**src/inc/maf_pkg.sv**
```systemverilog
// Package holding register map, field layout and timing constants of the address filter block.
package maf_pkg;
	// ==========================================================
	// Register offsets (byte addresses)
	localparam logic [11:0] OFS_STATION_ADDRESS_UPPER = 12'h104;
	localparam logic [11:0] OFS_STATION_ADDRESS_LOWER = 12'h108;
	localparam logic [11:0] OFS_GROUP_HASH_UPPER = 12'h10c;
	localparam logic [11:0] OFS_GROUP_HASH_LOWER = 12'h110;
	localparam logic [11:0] OFS_PHY_MGMT_CONTROL = 12'h114;
	localparam logic [11:0] OFS_PHY_MGMT_VALUE = 12'h118;
	localparam logic [11:0] OFS_FILTER_CONTROL = 12'h128;
	// ==========================================================
	// Reset values
	localparam logic [15:0] RST_ADDR_UPPER = 16'hffff;
	localparam logic [31:0] RST_ADDR_LOWER = 32'hffffffff;
	localparam logic [31:0] RST_HASH = 32'h00000000;
	localparam logic [15:0] RST_MGMT_VALUE = 16'h0000;
	// ==========================================================
	// Field positions of the management control and filter control registers
	localparam int MC_PHYADDR_LSB = 11;
	localparam int MC_PHYADDR_MSB = 15;
	localparam int MC_INDEX_LSB = 6;
	localparam int MC_INDEX_MSB = 10;
	localparam int MC_DIR_BIT = 1;
	localparam int MC_BUSY_BIT = 0;
	localparam int FC_PASS_ALL_BIT = 0;
	// ==========================================================
	// Management frame constants
	localparam logic [1:0] MF_START = 2'b01;
	localparam logic [1:0] MF_OP_READ = 2'b10;
	localparam logic [1:0] MF_OP_WRITE = 2'b01;
	localparam logic [1:0] MF_TA_WRITE = 2'b10;
	localparam int MF_PREAMBLE_BITS = 32;
	localparam int MF_BODY_BITS = 32;
	// Body bit numbers of the first turnaround bit and the first data bit.
	localparam int MF_TA_FIRST = 14;
	localparam int MF_DATA_FIRST = 16;
	// Management clock: 2.5 MHz maximum, given as a period in ns.
	localparam int MDC_PERIOD_NS = 400;
	localparam int REF_CLK_NS = 4;
	localparam int MDC_HALF_CYCLES = (MDC_PERIOD_NS / 2 + REF_CLK_NS - 1) / REF_CLK_NS;
	// Pin synchroniser depth.
	localparam int SYNC_STAGES = 3;
	typedef enum logic [1:0] {MS_IDLE, MS_PRE, MS_BODY, MS_DONE} maf_mstate_e;
endpackage

```
**src/hdl/maf_pin_sync.sv**
```systemverilog
// Three-stage synchroniser that accepts a change when the last two stages agree.
`timescale 1ns/1ps
module maf_pin_sync
	import maf_pkg::*;
(
	// Clock and reset.
	input wire logic ref_clk,
	input wire logic rst_n,
	// Pin and result.
	input wire logic pin,
	output logic level
);
	logic [SYNC_STAGES-1:0] stage;

	// ==========================================================
	// Shift chain; stage 0 feeds only stage 1.
	always_ff @(posedge ref_clk) begin
		if (!rst_n) begin
			stage <= '0;
		end else begin
			stage <= {stage[SYNC_STAGES-2:0], pin};
		end
	end

	// Filtered level only moves when stages two and three agree.
	always_ff @(posedge ref_clk) begin
		if (!rst_n) begin
			level <= 1'b0;
		end else if (stage[SYNC_STAGES-1] == stage[SYNC_STAGES-2]) begin
			level <= stage[SYNC_STAGES-1];
		end
	end
endmodule

```
**src/hdl/maf_mdc_div.sv**
```systemverilog
// Divider that gives one-cycle enables for the management clock edges.
`timescale 1ns/1ps
module maf_mdc_div
	import maf_pkg::*;
#(
	parameter int HALF = MDC_HALF_CYCLES
)(
	// Clock and reset.
	input wire logic ref_clk,
	input wire logic rst_n,
	// Control and enables.
	input wire logic run,
	output logic riseEn,
	output logic fallEn
);
	logic [7:0] count;
	logic phase;

	// ==========================================================
	// Count half periods while running; idle keeps the clock low.
	always_ff @(posedge ref_clk) begin
		if (!rst_n || !run) begin
			count <= '0;
			phase <= 1'b0;
			riseEn <= 1'b0;
			fallEn <= 1'b0;
		end else if (count == 8'(HALF - 1)) begin
			count <= '0;
			phase <= ~phase;
			riseEn <= ~phase;
			fallEn <= phase;
		end else begin
			count <= count + 8'h01;
			riseEn <= 1'b0;
			fallEn <= 1'b0;
		end
	end
endmodule

```
**src/hdl/maf_addr_filter.sv**
```systemverilog
// Station address, group hash filter and PHY management access block.
`timescale 1ns/1ps
// Operation
// - Upper address holds bits 47:32, resets ones
// - Lower address holds bits 31:0, resets ones
// - Lower byte zero is first wire octet
// - Address registers survive core reset, protected reset clears them
// - Hash top bit picks word, five pick bit
// - Hash bit one accepts, zero rejects
// - Pass-all control accepts every group frame
// - Hash words read/write, reset to zero
// - Register index bits 10:6 choose PHY register
// - Bit 1 set writes, clear reads
// - Busy set by software, cleared on completion
// - Read result lands in the cycle busy clears
// - Data register sixteen bits, resets zero
module maf_addr_filter
	import maf_pkg::*;
#(
	parameter int HALF = MDC_HALF_CYCLES
)(
	// Clock and reset.
	input wire logic ref_clk,
	input wire logic rst_n,
	input wire logic protRst_n,
	// Register port.
	input wire logic [11:0] regAddr,
	input wire logic [31:0] regWrData,
	input wire logic regWr,
	input wire logic regRd,
	output logic [31:0] regRdData,
	// Receive-side destination address check.
	input wire logic [47:0] rxDestAddr,
	input wire logic [5:0] rxHashIndex,
	input wire logic rxCheck,
	output logic rxStationMatch,
	output logic rxGroupAccept,
	output logic rxCheckDone,
	// PHY management pins.
	output logic mdc,
	output logic mdioOut,
	output logic mdioOe_n,
	input wire logic mdioIn
);
	// Register contents and frame engine state.
	logic [15:0] stationAddressUpper;
	logic [31:0] stationAddressLower;
	logic [31:0] groupHashUpper;
	logic [31:0] groupHashLower;
	logic [4:0] phyAddr;
	logic [4:0] phyRegIndex;
	logic phyMgmtDirection;
	logic phyMgmtBusy;
	logic [15:0] phyMgmtValue;
	logic passAllGroupFrames;
	logic wrHit;
	logic riseEn;
	logic fallEn;
	logic mdioSync;
	maf_mstate_e mState;
	logic [5:0] bitCount;
	logic [31:0] shiftOut;
	logic [15:0] shiftIn;
	logic doneStrobe;

	// Wire octet k of the station address, first octet is lower byte zero.
	function automatic logic [7:0] wire_octet(input logic [47:0] a, input int k);
		wire_octet = a[8*k +: 8];
	endfunction

	// Hash lookup over the two words selected by the index.
	function automatic logic hash_bit(input logic [31:0] hi, input logic [31:0] lo,
		input logic [5:0] idx);
		hash_bit = idx[5] ? hi[idx[4:0]] : lo[idx[4:0]];
	endfunction

	// Every write strobe is decoded in its own cycle; the port never stalls the master.
	// One name for the decode leaves room for a block select later.
	assign wrHit = regWr;

	// ==========================================================
	// Station address, kept through the core reset and cleared only by the protected reset.
	// Only sixteen upper bits exist, so bits 31:16 of that write are dropped.
	// Address storage.
	always_ff @(posedge ref_clk) begin
		if (!protRst_n) begin
			stationAddressUpper <= RST_ADDR_UPPER;
			stationAddressLower <= RST_ADDR_LOWER;
		end else if (wrHit && regAddr == OFS_STATION_ADDRESS_UPPER) begin
			stationAddressUpper <= regWrData[15:0];
		end else if (wrHit && regAddr == OFS_STATION_ADDRESS_LOWER) begin
			stationAddressLower <= regWrData;
		end
	end

	// ==========================================================
	// Group hash table and pass-all control.
	// The pass-all bit follows the core reset together with the hash words.
	// Hash words.
	always_ff @(posedge ref_clk) begin
		if (!rst_n) begin
			groupHashUpper <= RST_HASH;
			groupHashLower <= RST_HASH;
			passAllGroupFrames <= 1'b0;
		end else if (wrHit) begin
			if (regAddr == OFS_GROUP_HASH_UPPER) begin
				groupHashUpper <= regWrData;
			end
			if (regAddr == OFS_GROUP_HASH_LOWER) begin
				groupHashLower <= regWrData;
			end
			if (regAddr == OFS_FILTER_CONTROL) begin
				passAllGroupFrames <= regWrData[FC_PASS_ALL_BIT];
			end
		end
	end

	// ==========================================================
	// Receive filter results, one cycle after the check strobe.
	// Both answers use the registers as they stood before a write in the same cycle.
	always_ff @(posedge ref_clk) begin
		if (!rst_n) begin
			rxStationMatch <= 1'b0;
			rxGroupAccept <= 1'b0;
			rxCheckDone <= 1'b0;
		end else begin
			rxCheckDone <= rxCheck;
			if (rxCheck) begin
				rxStationMatch <= 1'b1;
				for (int k = 0; k < 6; k++) begin
					if (wire_octet(rxDestAddr, k) !=
						wire_octet({stationAddressUpper, stationAddressLower}, k)) begin
						rxStationMatch <= 1'b0;
					end
				end
				rxGroupAccept <= passAllGroupFrames ||
					hash_bit(groupHashUpper, groupHashLower, rxHashIndex);
			end
		end
	end

	// ==========================================================
	// Management control register; busy is held by the engine.
	// Writes while busy are dropped so an access in flight cannot be corrupted.
	always_ff @(posedge ref_clk) begin
		if (!rst_n) begin
			phyAddr <= '0;
			phyRegIndex <= '0;
			phyMgmtDirection <= 1'b0;
			phyMgmtBusy <= 1'b0;
		end else if (doneStrobe) begin
			phyMgmtBusy <= 1'b0;
		end else if (wrHit && regAddr == OFS_PHY_MGMT_CONTROL && !phyMgmtBusy) begin
			// The PHY address is kept as written; software must write one.
			// Capture index and direction.
			phyAddr <= regWrData[MC_PHYADDR_MSB:MC_PHYADDR_LSB];
			phyRegIndex <= regWrData[MC_INDEX_MSB:MC_INDEX_LSB];
			phyMgmtDirection <= regWrData[MC_DIR_BIT];
			phyMgmtBusy <= regWrData[MC_BUSY_BIT];
		end
	end

	// ==========================================================
	// Management data register: software writes or read result.
	// Result stored with the busy clear.
	always_ff @(posedge ref_clk) begin
		if (!rst_n) begin
			phyMgmtValue <= RST_MGMT_VALUE;
		end else if (doneStrobe && !phyMgmtDirection) begin
			phyMgmtValue <= shiftIn;
		end else if (wrHit && regAddr == OFS_PHY_MGMT_VALUE && !phyMgmtBusy) begin
			phyMgmtValue <= regWrData[15:0];
		end
	end

	// ==========================================================
	// Read data, valid the cycle after the read strobe.
	// Unmapped offsets fall into the default branch.
	// Reserved bits and unmapped offsets read zero.
	always_ff @(posedge ref_clk) begin
		if (!rst_n) begin
			regRdData <= '0;
		end else if (regRd) begin
			unique case (regAddr)
				OFS_STATION_ADDRESS_UPPER: regRdData <= {16'h0000, stationAddressUpper};
				OFS_STATION_ADDRESS_LOWER: regRdData <= stationAddressLower;
				OFS_GROUP_HASH_UPPER: regRdData <= groupHashUpper;
				OFS_GROUP_HASH_LOWER: regRdData <= groupHashLower;
				OFS_PHY_MGMT_CONTROL: regRdData <= {16'h0000, phyAddr, phyRegIndex,
					4'h0, phyMgmtDirection, phyMgmtBusy};
				OFS_PHY_MGMT_VALUE: regRdData <= {16'h0000, phyMgmtValue};
				OFS_FILTER_CONTROL: regRdData <= {31'h0, passAllGroupFrames};
				default: regRdData <= '0;
			endcase
		end
	end

	// ==========================================================
	// Management clock divider and data pin synchroniser.
	// The divider only runs inside a frame, so the management clock rests low between accesses.
	maf_mdc_div #(.HALF(HALF)) u_div (
		.ref_clk(ref_clk),
		.rst_n(rst_n),
		.run(mState == MS_PRE || mState == MS_BODY),
		.riseEn(riseEn),
		.fallEn(fallEn)
	);

	maf_pin_sync u_sync (
		.ref_clk(ref_clk),
		.rst_n(rst_n),
		.pin(mdioIn),
		.level(mdioSync)
	);

	// ==========================================================
	// Clause 22 frame engine: preamble, then 32 body bits shifted out on the falling edge.
	// Read data is sampled on the rising edge during the last sixteen bits.
	// The pin synchroniser delays a returned bit by four cycles, so HALF must be
	// five or more, or the rising edge would still see the previous bit.
	// Preamble and body share one bit counter to keep the sequencer small.
	// Frame sequencing.
	always_ff @(posedge ref_clk) begin
		if (!rst_n) begin
			mState <= MS_IDLE;
			bitCount <= '0;
			shiftOut <= '0;
			shiftIn <= '0;
			mdc <= 1'b0;
			mdioOut <= 1'b1;
			mdioOe_n <= 1'b1;
			doneStrobe <= 1'b0;
		end else begin
			doneStrobe <= 1'b0;
			if (riseEn) begin
				mdc <= 1'b1;
			end
			if (fallEn) begin
				mdc <= 1'b0;
			end
			unique case (mState)
				MS_IDLE: begin
					mdioOe_n <= 1'b1;
					mdioOut <= 1'b1;
					// The frame image is latched once, so later writes cannot alter it.
					if (phyMgmtBusy && !doneStrobe) begin
						mState <= MS_PRE;
						bitCount <= '0;
						mdioOe_n <= 1'b0;
						shiftOut <= {MF_START,
							phyMgmtDirection ? MF_OP_WRITE : MF_OP_READ,
							phyAddr, phyRegIndex, MF_TA_WRITE, phyMgmtValue};
					end
				end
				MS_PRE: begin
					// Preamble bits are ones, which mdioOut already shows.
					if (fallEn) begin
						if (bitCount == 6'(MF_PREAMBLE_BITS - 1)) begin
							mState <= MS_BODY;
							bitCount <= '0;
							mdioOut <= shiftOut[31];
							shiftOut <= {shiftOut[30:0], 1'b0};
						end else begin
							bitCount <= bitCount + 6'h01;
						end
					end
				end
				MS_BODY: begin
					if (fallEn) begin
						bitCount <= bitCount + 6'h01;
						mdioOut <= shiftOut[31];
						shiftOut <= {shiftOut[30:0], 1'b0};
						// Release the pin for turnaround and data on reads.
						// The first turnaround bit is left undriven so both ends never fight.
						if (!phyMgmtDirection && bitCount == 6'(MF_TA_FIRST - 1)) begin
							mdioOe_n <= 1'b1;
						end
						if (bitCount == 6'(MF_BODY_BITS - 1)) begin
							mState <= MS_DONE;
							mdioOe_n <= 1'b1;
						end
					end
					// Collect all sixteen read bits, first data bit included.
					if (riseEn && bitCount >= 6'(MF_DATA_FIRST)) begin
						shiftIn <= {shiftIn[14:0], mdioSync};
					end
				end
				MS_DONE: begin
					// One spare cycle, then busy clears with the result in place.
					mState <= MS_IDLE;
					doneStrobe <= 1'b1;
				end
			endcase
		end
	end
endmodule

```
**config.mk**
```make
export PLATFORM = sky130hd
export DESIGN_NAME = maf_addr_filter
export DESIGN_NICKNAME = d
export VERILOG_FILES = /design/src/inc/maf_pkg.sv /design/src/hdl/maf_pin_sync.sv /design/src/hdl/maf_mdc_div.sv /design/src/hdl/maf_addr_filter.sv
export SDC_FILE = /design/constraint.sdc
export NUM_CORES = 1
export LEC_CHECK = 0
export ABC_AREA = 1
export BUFFER_PORTS_ARGS = -buffer_cell sky130_fd_sc_hd__clkbuf_2
export CAP_MARGIN = 5
export CORE_UTILIZATION = 63
export CTS_CLUSTER_SIZE = 12
export DETAILED_ROUTE_END_ITERATION = 10
export PLACE_DENSITY = 0.85
export SETUP_SLACK_MARGIN = 0.1
export SLEW_MARGIN = 30
export SYNTH_ARGS = -nofsm -noshare
export SYNTH_HDL_FRONTEND = slang
export SYNTH_HIERARCHICAL = 1
export SYNTH_SLANG_ARGS = --single-unit
```
**constraint.sdc**
```tcl
create_clock -name ref_clk -period 2.85 [get_ports ref_clk]
set_input_delay 0.285 -clock ref_clk [delete_from_list [all_inputs] [get_ports ref_clk]]
set_output_delay 0.285 -clock ref_clk [all_outputs]
set_load 0.01 [all_outputs]
```
==> results of run 1 <==
tightest hold or removal path, delay by kind of cell:
family | cells | cell delay [ns]
buf+inv | 1 | 0.10
simple gates | 2 | 0.16
cell type report:
type / count / share of cell area
tap: 234 / 0.02153
timing repair buffer: 161 / 0.06568
clock buffer: 40 / 0.05841
antenna: 1 / 0.0001840
inverter: 211 / 0.05850
multi-input combinational: 1153 / 0.4202
clock inverter: 5 / 0.006071
sequential: 251 / 0.3694
cells in the mapped netlist (2+ instances only):
library cell | count | area [µm²]
nand2_1 | 372 | 1396
dfxtp_1 | 251 | 5025
inv_1 | 203 | 762.0
nor2_1 | 155 | 581.8
nand3_1 | 123 | 615.6
o21ai_0 | 123 | 615.6
a21oi_1 | 122 | 610.6
clkbuf_1 | 56 | 210.2
a211oi_1 | 37 | 277.8
o21ai_1 | 35 | 175.2
o211ai_1 | 28 | 210.2
a31oi_1 | 27 | 168.9
buf_2 | 23 | 115.1
nor3_1 | 23 | 115.1
o221ai_1 | 16 | 140.1
buf_6 | 15 | 168.9
nor2_2 | 12 | 75.07
o22ai_1 | 10 | 62.56
nand4_1 | 9 | 56.30
ha_1 | 8 | 100.1
xor2_1 | 8 | 70.07
nand2_2 | 7 | 43.79
a21oi_2 | 6 | 52.55
inv_2 | 6 | 22.52
xnor2_1 | 6 | 52.55
buf_4 | 5 | 37.54
nand2_4 | 4 | 45.04
o211ai_2 | 4 | 50.05
o22ai_2 | 4 | 50.05
buf_1 | 3 | 11.26
nand3_2 | 3 | 30.03
nor3_2 | 2 | 20.02
o21a_1 | 2 | 15.01
power breakdown:
group	leakage (µW)	switching (µW)	internal, µW
clock	0.000431	1420	2090
combinational	0.00336	1150	489
sequential	0.00203	131	3760
total	0.00582	2700	6340
state kept, by name (all words and copies together), names as in the netlist, 5 cells and up:
name / flops
shiftOut: 32
groupHashUpper: 32
regRdData: 32
phyAddr: 5
phyRegIndex: 5
groupHashLower: 32
stationAddressUpper: 16
phyMgmtValue: 16
stationAddressLower: 32
shiftIn: 16
bitCount: 6
u_div/count: 8
stage by stage:
stage	util	power (µW)	std cells	hold WS (ns)
detailed placement	0.6773	5569	2009	0.4005
finish	0.7247	9037	2056	0.03518
floorplan	-	5244	1717	0.3785
global route	0.7246	9397	2055	0.06151
global placement	0.6773	5516	2009	0.3882
CTS	0.7246	9009	2055	0.03098
cell usage in the layout, fill, tap and decap left out, types with 7 or more instances in the layout:
cell         n
nand2_1    372
dfxtp_1    251
inv_1      202
nor2_1     155
clkbuf_2   140
nand3_1    123
o21ai_0    123
a21oi_1    122
a211oi_1    37
o21ai_1     35
o211ai_1    28
a31oi_1     27
clkbuf_16   27
nor3_1      23
o221ai_1    16
buf_4       15
nor2_2      12
o22ai_1     10
nand4_1      9
xor2_1       8
ha_1         8
inv_2        7
nand2_2      7
clkbuf_8     7
layer usage:
| metal | track usage | vias up |
|---|---|---|
| met5 | 0 | - |
| met4 | 0.1322 | 0 |
| met2 | 0.5497 | 731 |
| met1 | 0.5083 | 5516 |
| met3 | 0.08547 | 109 |
| li1 | - | 5818 |
logic make-up after synthesis:
group	after synthesis	synth area share
simple gates	714	0.2513
compound gates	417	0.2034
buf+inv	313	0.1108
flops	251	0.4160
xor+xnor	14	0.01015
fa+ha+maj	8	0.008287
path summary, 6_finish.rpt:
kind | start | end | slack (ns) | depth (start not counted)
hold / removal | regWrData[24] | stationAddressLower[24] | 0.04 | 3
setup / recovery | mState[0] | shiftOut[28] | 0.64 | 9
setup reg to reg | mState[0] | shiftOut[28] | 0.64 | 9
hold reg to reg | u_sync/stage[0] | u_sync/stage[1] | 0.41 | 2
what timing repair did:
item / in CTS / in global routing
endpoints found under the hold margin: 1 / 0
setup endpoints to repair: 0 / 0
hold buffers: 1 / 0
gates resized for setup: 0 / 0
==> results by group, run 1 <==
Synth
  • Unique masters post-synth: 42
  • Post-synthesis sequential area ratio: 0.4160
  • Mean Syn Cell Area: 7.035 µm²
  • Post-synth ARST share: 0
  • Ys flop type: dfxtp_1
  • Cell area after synthesis: 12,080 µm²
  • Ys Warns: 6
  • Syn Nets: 1,830
  • FF+latch count, synth: 251
  • Mapped Cells: 1,717
  • Post-synth EDFFs: 0

Route
  • Met3 WL: 4.687 mm
  • DR vias/cell: 5.921
  • Routed wl met2: 15.41 mm
  • Vias: 12,170
  • Drt wl/cell: 17.67 µm
  • DRC: 0
  • DR pass1 iterations: 5
  • Post-DRT Antenna Nets: 0
  • Final WL: 36.34 mm
  • 1st-iter DRT viols: 1,566
  • Metal-1 WL: 15.04 mm
  • Top sig layer: met4

Placed design
  • PortBufs: 142
  • Routability cong.: 0.9862
  • Dpl ws: 0.4991 ns
  • Post-detail-place hpwl: 25.03 mm
  • DP Area: 12,710 µm²

Run
  • Max-cap violations: 0

CTS
  • Worst-skew pair later-pin latency: 0.54 ns
  • Htree depth: 1
  • Clock-pin slew on the worst setup and hold paths: 0.06 ns
  • Post-CTS setup buffer count: 0
  • TritonCTS clock tree: done
  • CTS sink count: 251
  • Clock root buffer: clkbuf_16
  • Maximum clock path buffer count: 3
  • TritonCTS Buffers: 27

STA
  • Post-route setup TNS: 0 ns
  • Slew @ Worst Pin: 0.9728 ns
  • Slew Limit Fails: 0
  • Fin crit period: 2.210 ns
  • Final Hold Vio Count: 0
  • RSZ-0062 raised after global routing: no
  • Layout Skew: 0.008783 ns
  • F_max: 452.4 MHz
  • Relative slew slack: 0.3491
  • Final cycle utilization of the critical path: 0.7756
  • Setup-failing EPs final: 0
  • Setup ws final: 0.6396 ns

Setup path
  • CP max stage delay: 0.41 ns
  • Setup crit end kind: flip-flop
  • CP cell instances: inv_1 -> ha_1 -> inv_2 -> a21oi_2 -> nor3_4 -> nand2_4 -> inv_4 -> o21ai_0 -> a21oi_1
  • Critical path's top delay family: buffers and inverters
  • CP Max Fanout: 59
  • Critical path's slowest cell: inv_4
  • Worst Path Buf+Inv: 3
  • WS Path Type: reg -> reg
  • Worst Path Arrival: 2.67 ns
  • WP data required: 3.31 ns
  • CP Launch Type: flip-flop

Finish
  • NumNets Final: 1,918
  • Layout cells sized above 1: 0.1400
  • Multi-input combinational cell area: 5715 µm²
  • Storage element area: 5025 µm²
  • Layout fillers: 1,498
  • Post-route cell area: 13,600 µm²
  • Layout area overhead: 12.61%

Global routing
  • Global-route wire length before repair: 56.77 mm
  • Vias in the first global route: 11,000
  • Initial antenna violation count: 1
  • Global-route usage over all layers: 0.3644
  • Global route total overflow: 0
  • Largest net degree at the start of global routing: 117

Pwr
  • Power Dens Cells: 664.4 nW/µm²
  • Worst VDD drop: 0.5178 mV
  • Leakage: 0.005822 µW

Floorplan
  • Die ar.: 19,730 µm²
  • Num rows: 50
  • Die width: 140.5 µm
  • Starting density of the core: 0.6436
  • Core Footprint: 18,770 µm²
  • Die H: 140.5 µm
  • I/O pins: 143

Run status
  • Outcome: finished, final reports clean

Min path
  • Worst min path class: in -> reg
No activity file was read; power rests on OpenSTA's default activity.
==> run 2: changes to the inputs <==
--- a/config.mk
+++ b/config.mk
@@ -8,10 +8,10 @@
 export ABC_AREA = 1
 export BUFFER_PORTS_ARGS = -buffer_cell sky130_fd_sc_hd__clkbuf_2
 export CAP_MARGIN = 5
-export CORE_UTILIZATION = 63
+export CORE_UTILIZATION = 53
 export CTS_CLUSTER_SIZE = 12
 export DETAILED_ROUTE_END_ITERATION = 10
-export PLACE_DENSITY = 0.85
+export PLACE_DENSITY = 0.76
 export SETUP_SLACK_MARGIN = 0.1
 export SLEW_MARGIN = 30
 export SYNTH_ARGS = -nofsm -noshare
==> constraint.sdc (replaced) <==
create_clock -name ref_clk -period 1.85 [get_ports ref_clk]
set_input_delay 0.185 -clock ref_clk [delete_from_list [all_inputs] [get_ports ref_clk]]
set_output_delay 0.185 -clock ref_clk [all_outputs]
set_load 0.01 [all_outputs]
==> run 2 against run 1 <==
  * Routed wire length up 7.5%
  * Die area grew 19%
  * Count of clock-buffer cells in the layout unchanged
  * Critical path depth is 3 lower
  * First-iteration DRC count decreased by 11%
  * Register-to-register slack worse by 0.47 ns
  * Clock skew up 0.019 ns
  * Worst setup slack got worse by 0.47 ns
  * Global-route usage down 3.5 points
  * Final area grew 5.7%
==> results by group, run 2 (same netlist as run 1, synthesis figures left out) <==
Run status
  • Outcome: finished, final reports clean

Min path
  • WHS Path Cells: 5
  • Worst min path class: in -> reg
  • Hold path startpoint: regWr

Finish
  • Commonest non-fill, non-tap cells in the layout: nand2_1 (371), dfxtp_1 (249), inv_1 (199)
  • Storage element area: 5027 µm²
  • Cell Count, Final, Fillers Out: 2,162
  • Layout area overhead: 19.03%
  • Multi-input combinational cell area: 5757 µm²
  • Layout fillers: 1,950
  • Layout cells sized above 1: 0.1594
  • Most common cell after layout, fill and taps aside: nand2_1
  • NumNets Final: 1,976
  • N_diodes: 0
  • Post-route cell area: 14,380 µm²

Setup path
  • CP Max Fanout: 30
  • WS Path Type: reg -> reg
  • WP data required: 2.33 ns
  • Register-to-register setup slack: 0.17 ns
  • Setup crit end kind: flip-flop
  • Origin of the critical flop-to-flop path: mState[1]
  • CP Launch Point: mState[1]
  • Cells on worst reg2reg path: 6
  • CP Launch Type: flip-flop
  • Worst Path Arrival: 2.15 ns

CTS
  • CTS sink count: 251
  • TritonCTS Buffers: 28
  • TritonCTS clock tree: done
  • Maximum clock path buffer count: 3
  • Clock root buffer: clkbuf_16
  • Worst-skew pair later-pin latency: 0.56 ns
  • Clock-pin slew on the worst setup and hold paths: 0.06 ns
  • Htree depth: 1

STA
  • Slew Limit Fails: 0
  • Relative slew slack: 0.6303
  • Slew @ Worst Pin: 0.5545 ns
  • Final cycle utilization of the critical path: 0.9059
  • RSZ-0062 raised after global routing: yes
  • Layout Skew: 0.02747 ns
  • Fin crit period: 1.676 ns
  • Final Hold Vio Count: 0
  • F_max: 596.7 MHz
  • Setup-failing EPs final: 0

Global routing
  • Global-route usage over all layers: 0.3291
  • Initial antenna violation count: 1
  • Largest net degree at the start of global routing: 71
  • Global route total overflow: 0
  • Global-route wire length before repair: 60.98 mm
  • Vias in the first global route: 11,260

Floorplan
  • I/O pins: 143
  • Starting density of the core: 0.5467
  • Die ar.: 23,400 µm²
  • Core Footprint: 22,090 µm²
  • Die width: 153.0 µm
  • Num rows: 54
  • Die H: 153.0 µm

Route
  • Post-DRT Antenna Nets: 0
  • Vias: 12,510
  • DR pass1 iterations: 5
  • DR vias/cell: 5.786
  • 1st-iter DRT viols: 1,389
  • Final WL: 39.06 mm
  • DRC: 0
  • Drt wl/cell: 18.07 µm

Placed design
  • Routability cong.: 1.005
  • DP Area: 13,020 µm²
  • PortBufs: 142
  • Post-detail-place hpwl: 27.32 mm
  • Inst Count DP: 2,078

Pwr
  • Clock power frac: 0.370
  • Leakage: 0.006142 µW
  • NetSw: 4583 µW
  • Combinational power share: 0.230
  • Worst VDD drop: 0.7647 mV
  • P_int: 10,450 µW
  • Sequential power share: 0.400
  • Switch share: 0.3048
  • Power Dens Cells: 1046 nW/µm²

Run
  • Max-cap violations: 0
[run 2: area by class of cell]
class                   count  share of cell area
multi-input cells        1153              0.4004
clock buffers              40             0.05604
repair buffers            218              0.1058
inverters                 211             0.05604
flip-flops and latches    251              0.3497
well taps                 280             0.02437
clock inverters             9            0.007658
[run 2: per-layer routing]
metal | vias up | track usage | part of all wire
li1 | 5949 | - | -
met1 | 5748 | 0.4632 | 0.43
met2 | 725 | 0.4932 | 0.42
met3 | 88 | 0.07485 | 0.12
met4 | 0 | 0.1159 | 0.029
met5 | - | 0 | 0
[run 2: worst paths after layout]
| check | endpoint |
|---|---|
| min reg2reg | u_sync/stage[1] |
| min | passAllGroupFrames |
| max reg2reg | shiftOut[29] |
| max | shiftOut[29] |
[run 2: power by group through the flow]
stage | clock, µW | sequential [µW] | combinational (µW)
after detailed placement | 0 | 6100 | 2760
final | 5570 | 6010 | 3460
after floorplan | 0 | 6060 | 2020
after CTS | 5590 | 6000 | 3230
after global placement | 0 | 6090 | 2710
after global routing | 5850 | 6040 | 3710
[run 2: per-stage QoR]
step / util / TNS (ns) / total power [µW] / setup WS [ns] / hold WS [ns]
6_report: 0.6508 / 0 / 15040 / 0.1740 / 0.01709
5_1_grt: 0.6508 / 0 / 15600 / 0.08311 / 0.03282
4_1_cts: 0.6476 / 0 / 14810 / 0.1109 / 0.006592
3_5_place_dp: 0.5892 / -0.3394 / 8859 / -0.07580 / 0.3720
3_3_place_gp: 0.5892 / -0.04958 / 8801 / -0.04743 / 0.3699
2_1_floorplan: - / 0 / 8079 / 0.1337 / 0.2785
[run 2: what timing repair did]
action                                  in CTS  in global routing
endpoints found under the setup margin      24                 40
hold buffers                                28                  0
resized for setup                            6                 20
pin swaps                                    2                  4
endpoints found under the hold margin       60                  0
buffers inserted                             2                  2
cloned                                       2                  1
[run 2: critical path, stage by stage (launching register included)]
cell      delay (ns)
dfxtp_2         0.33
inv_1           0.11
ha_2            0.34
inv_1           0.12
buf_4           0.33
o21bai_1        0.14
a211oi_2        0.22
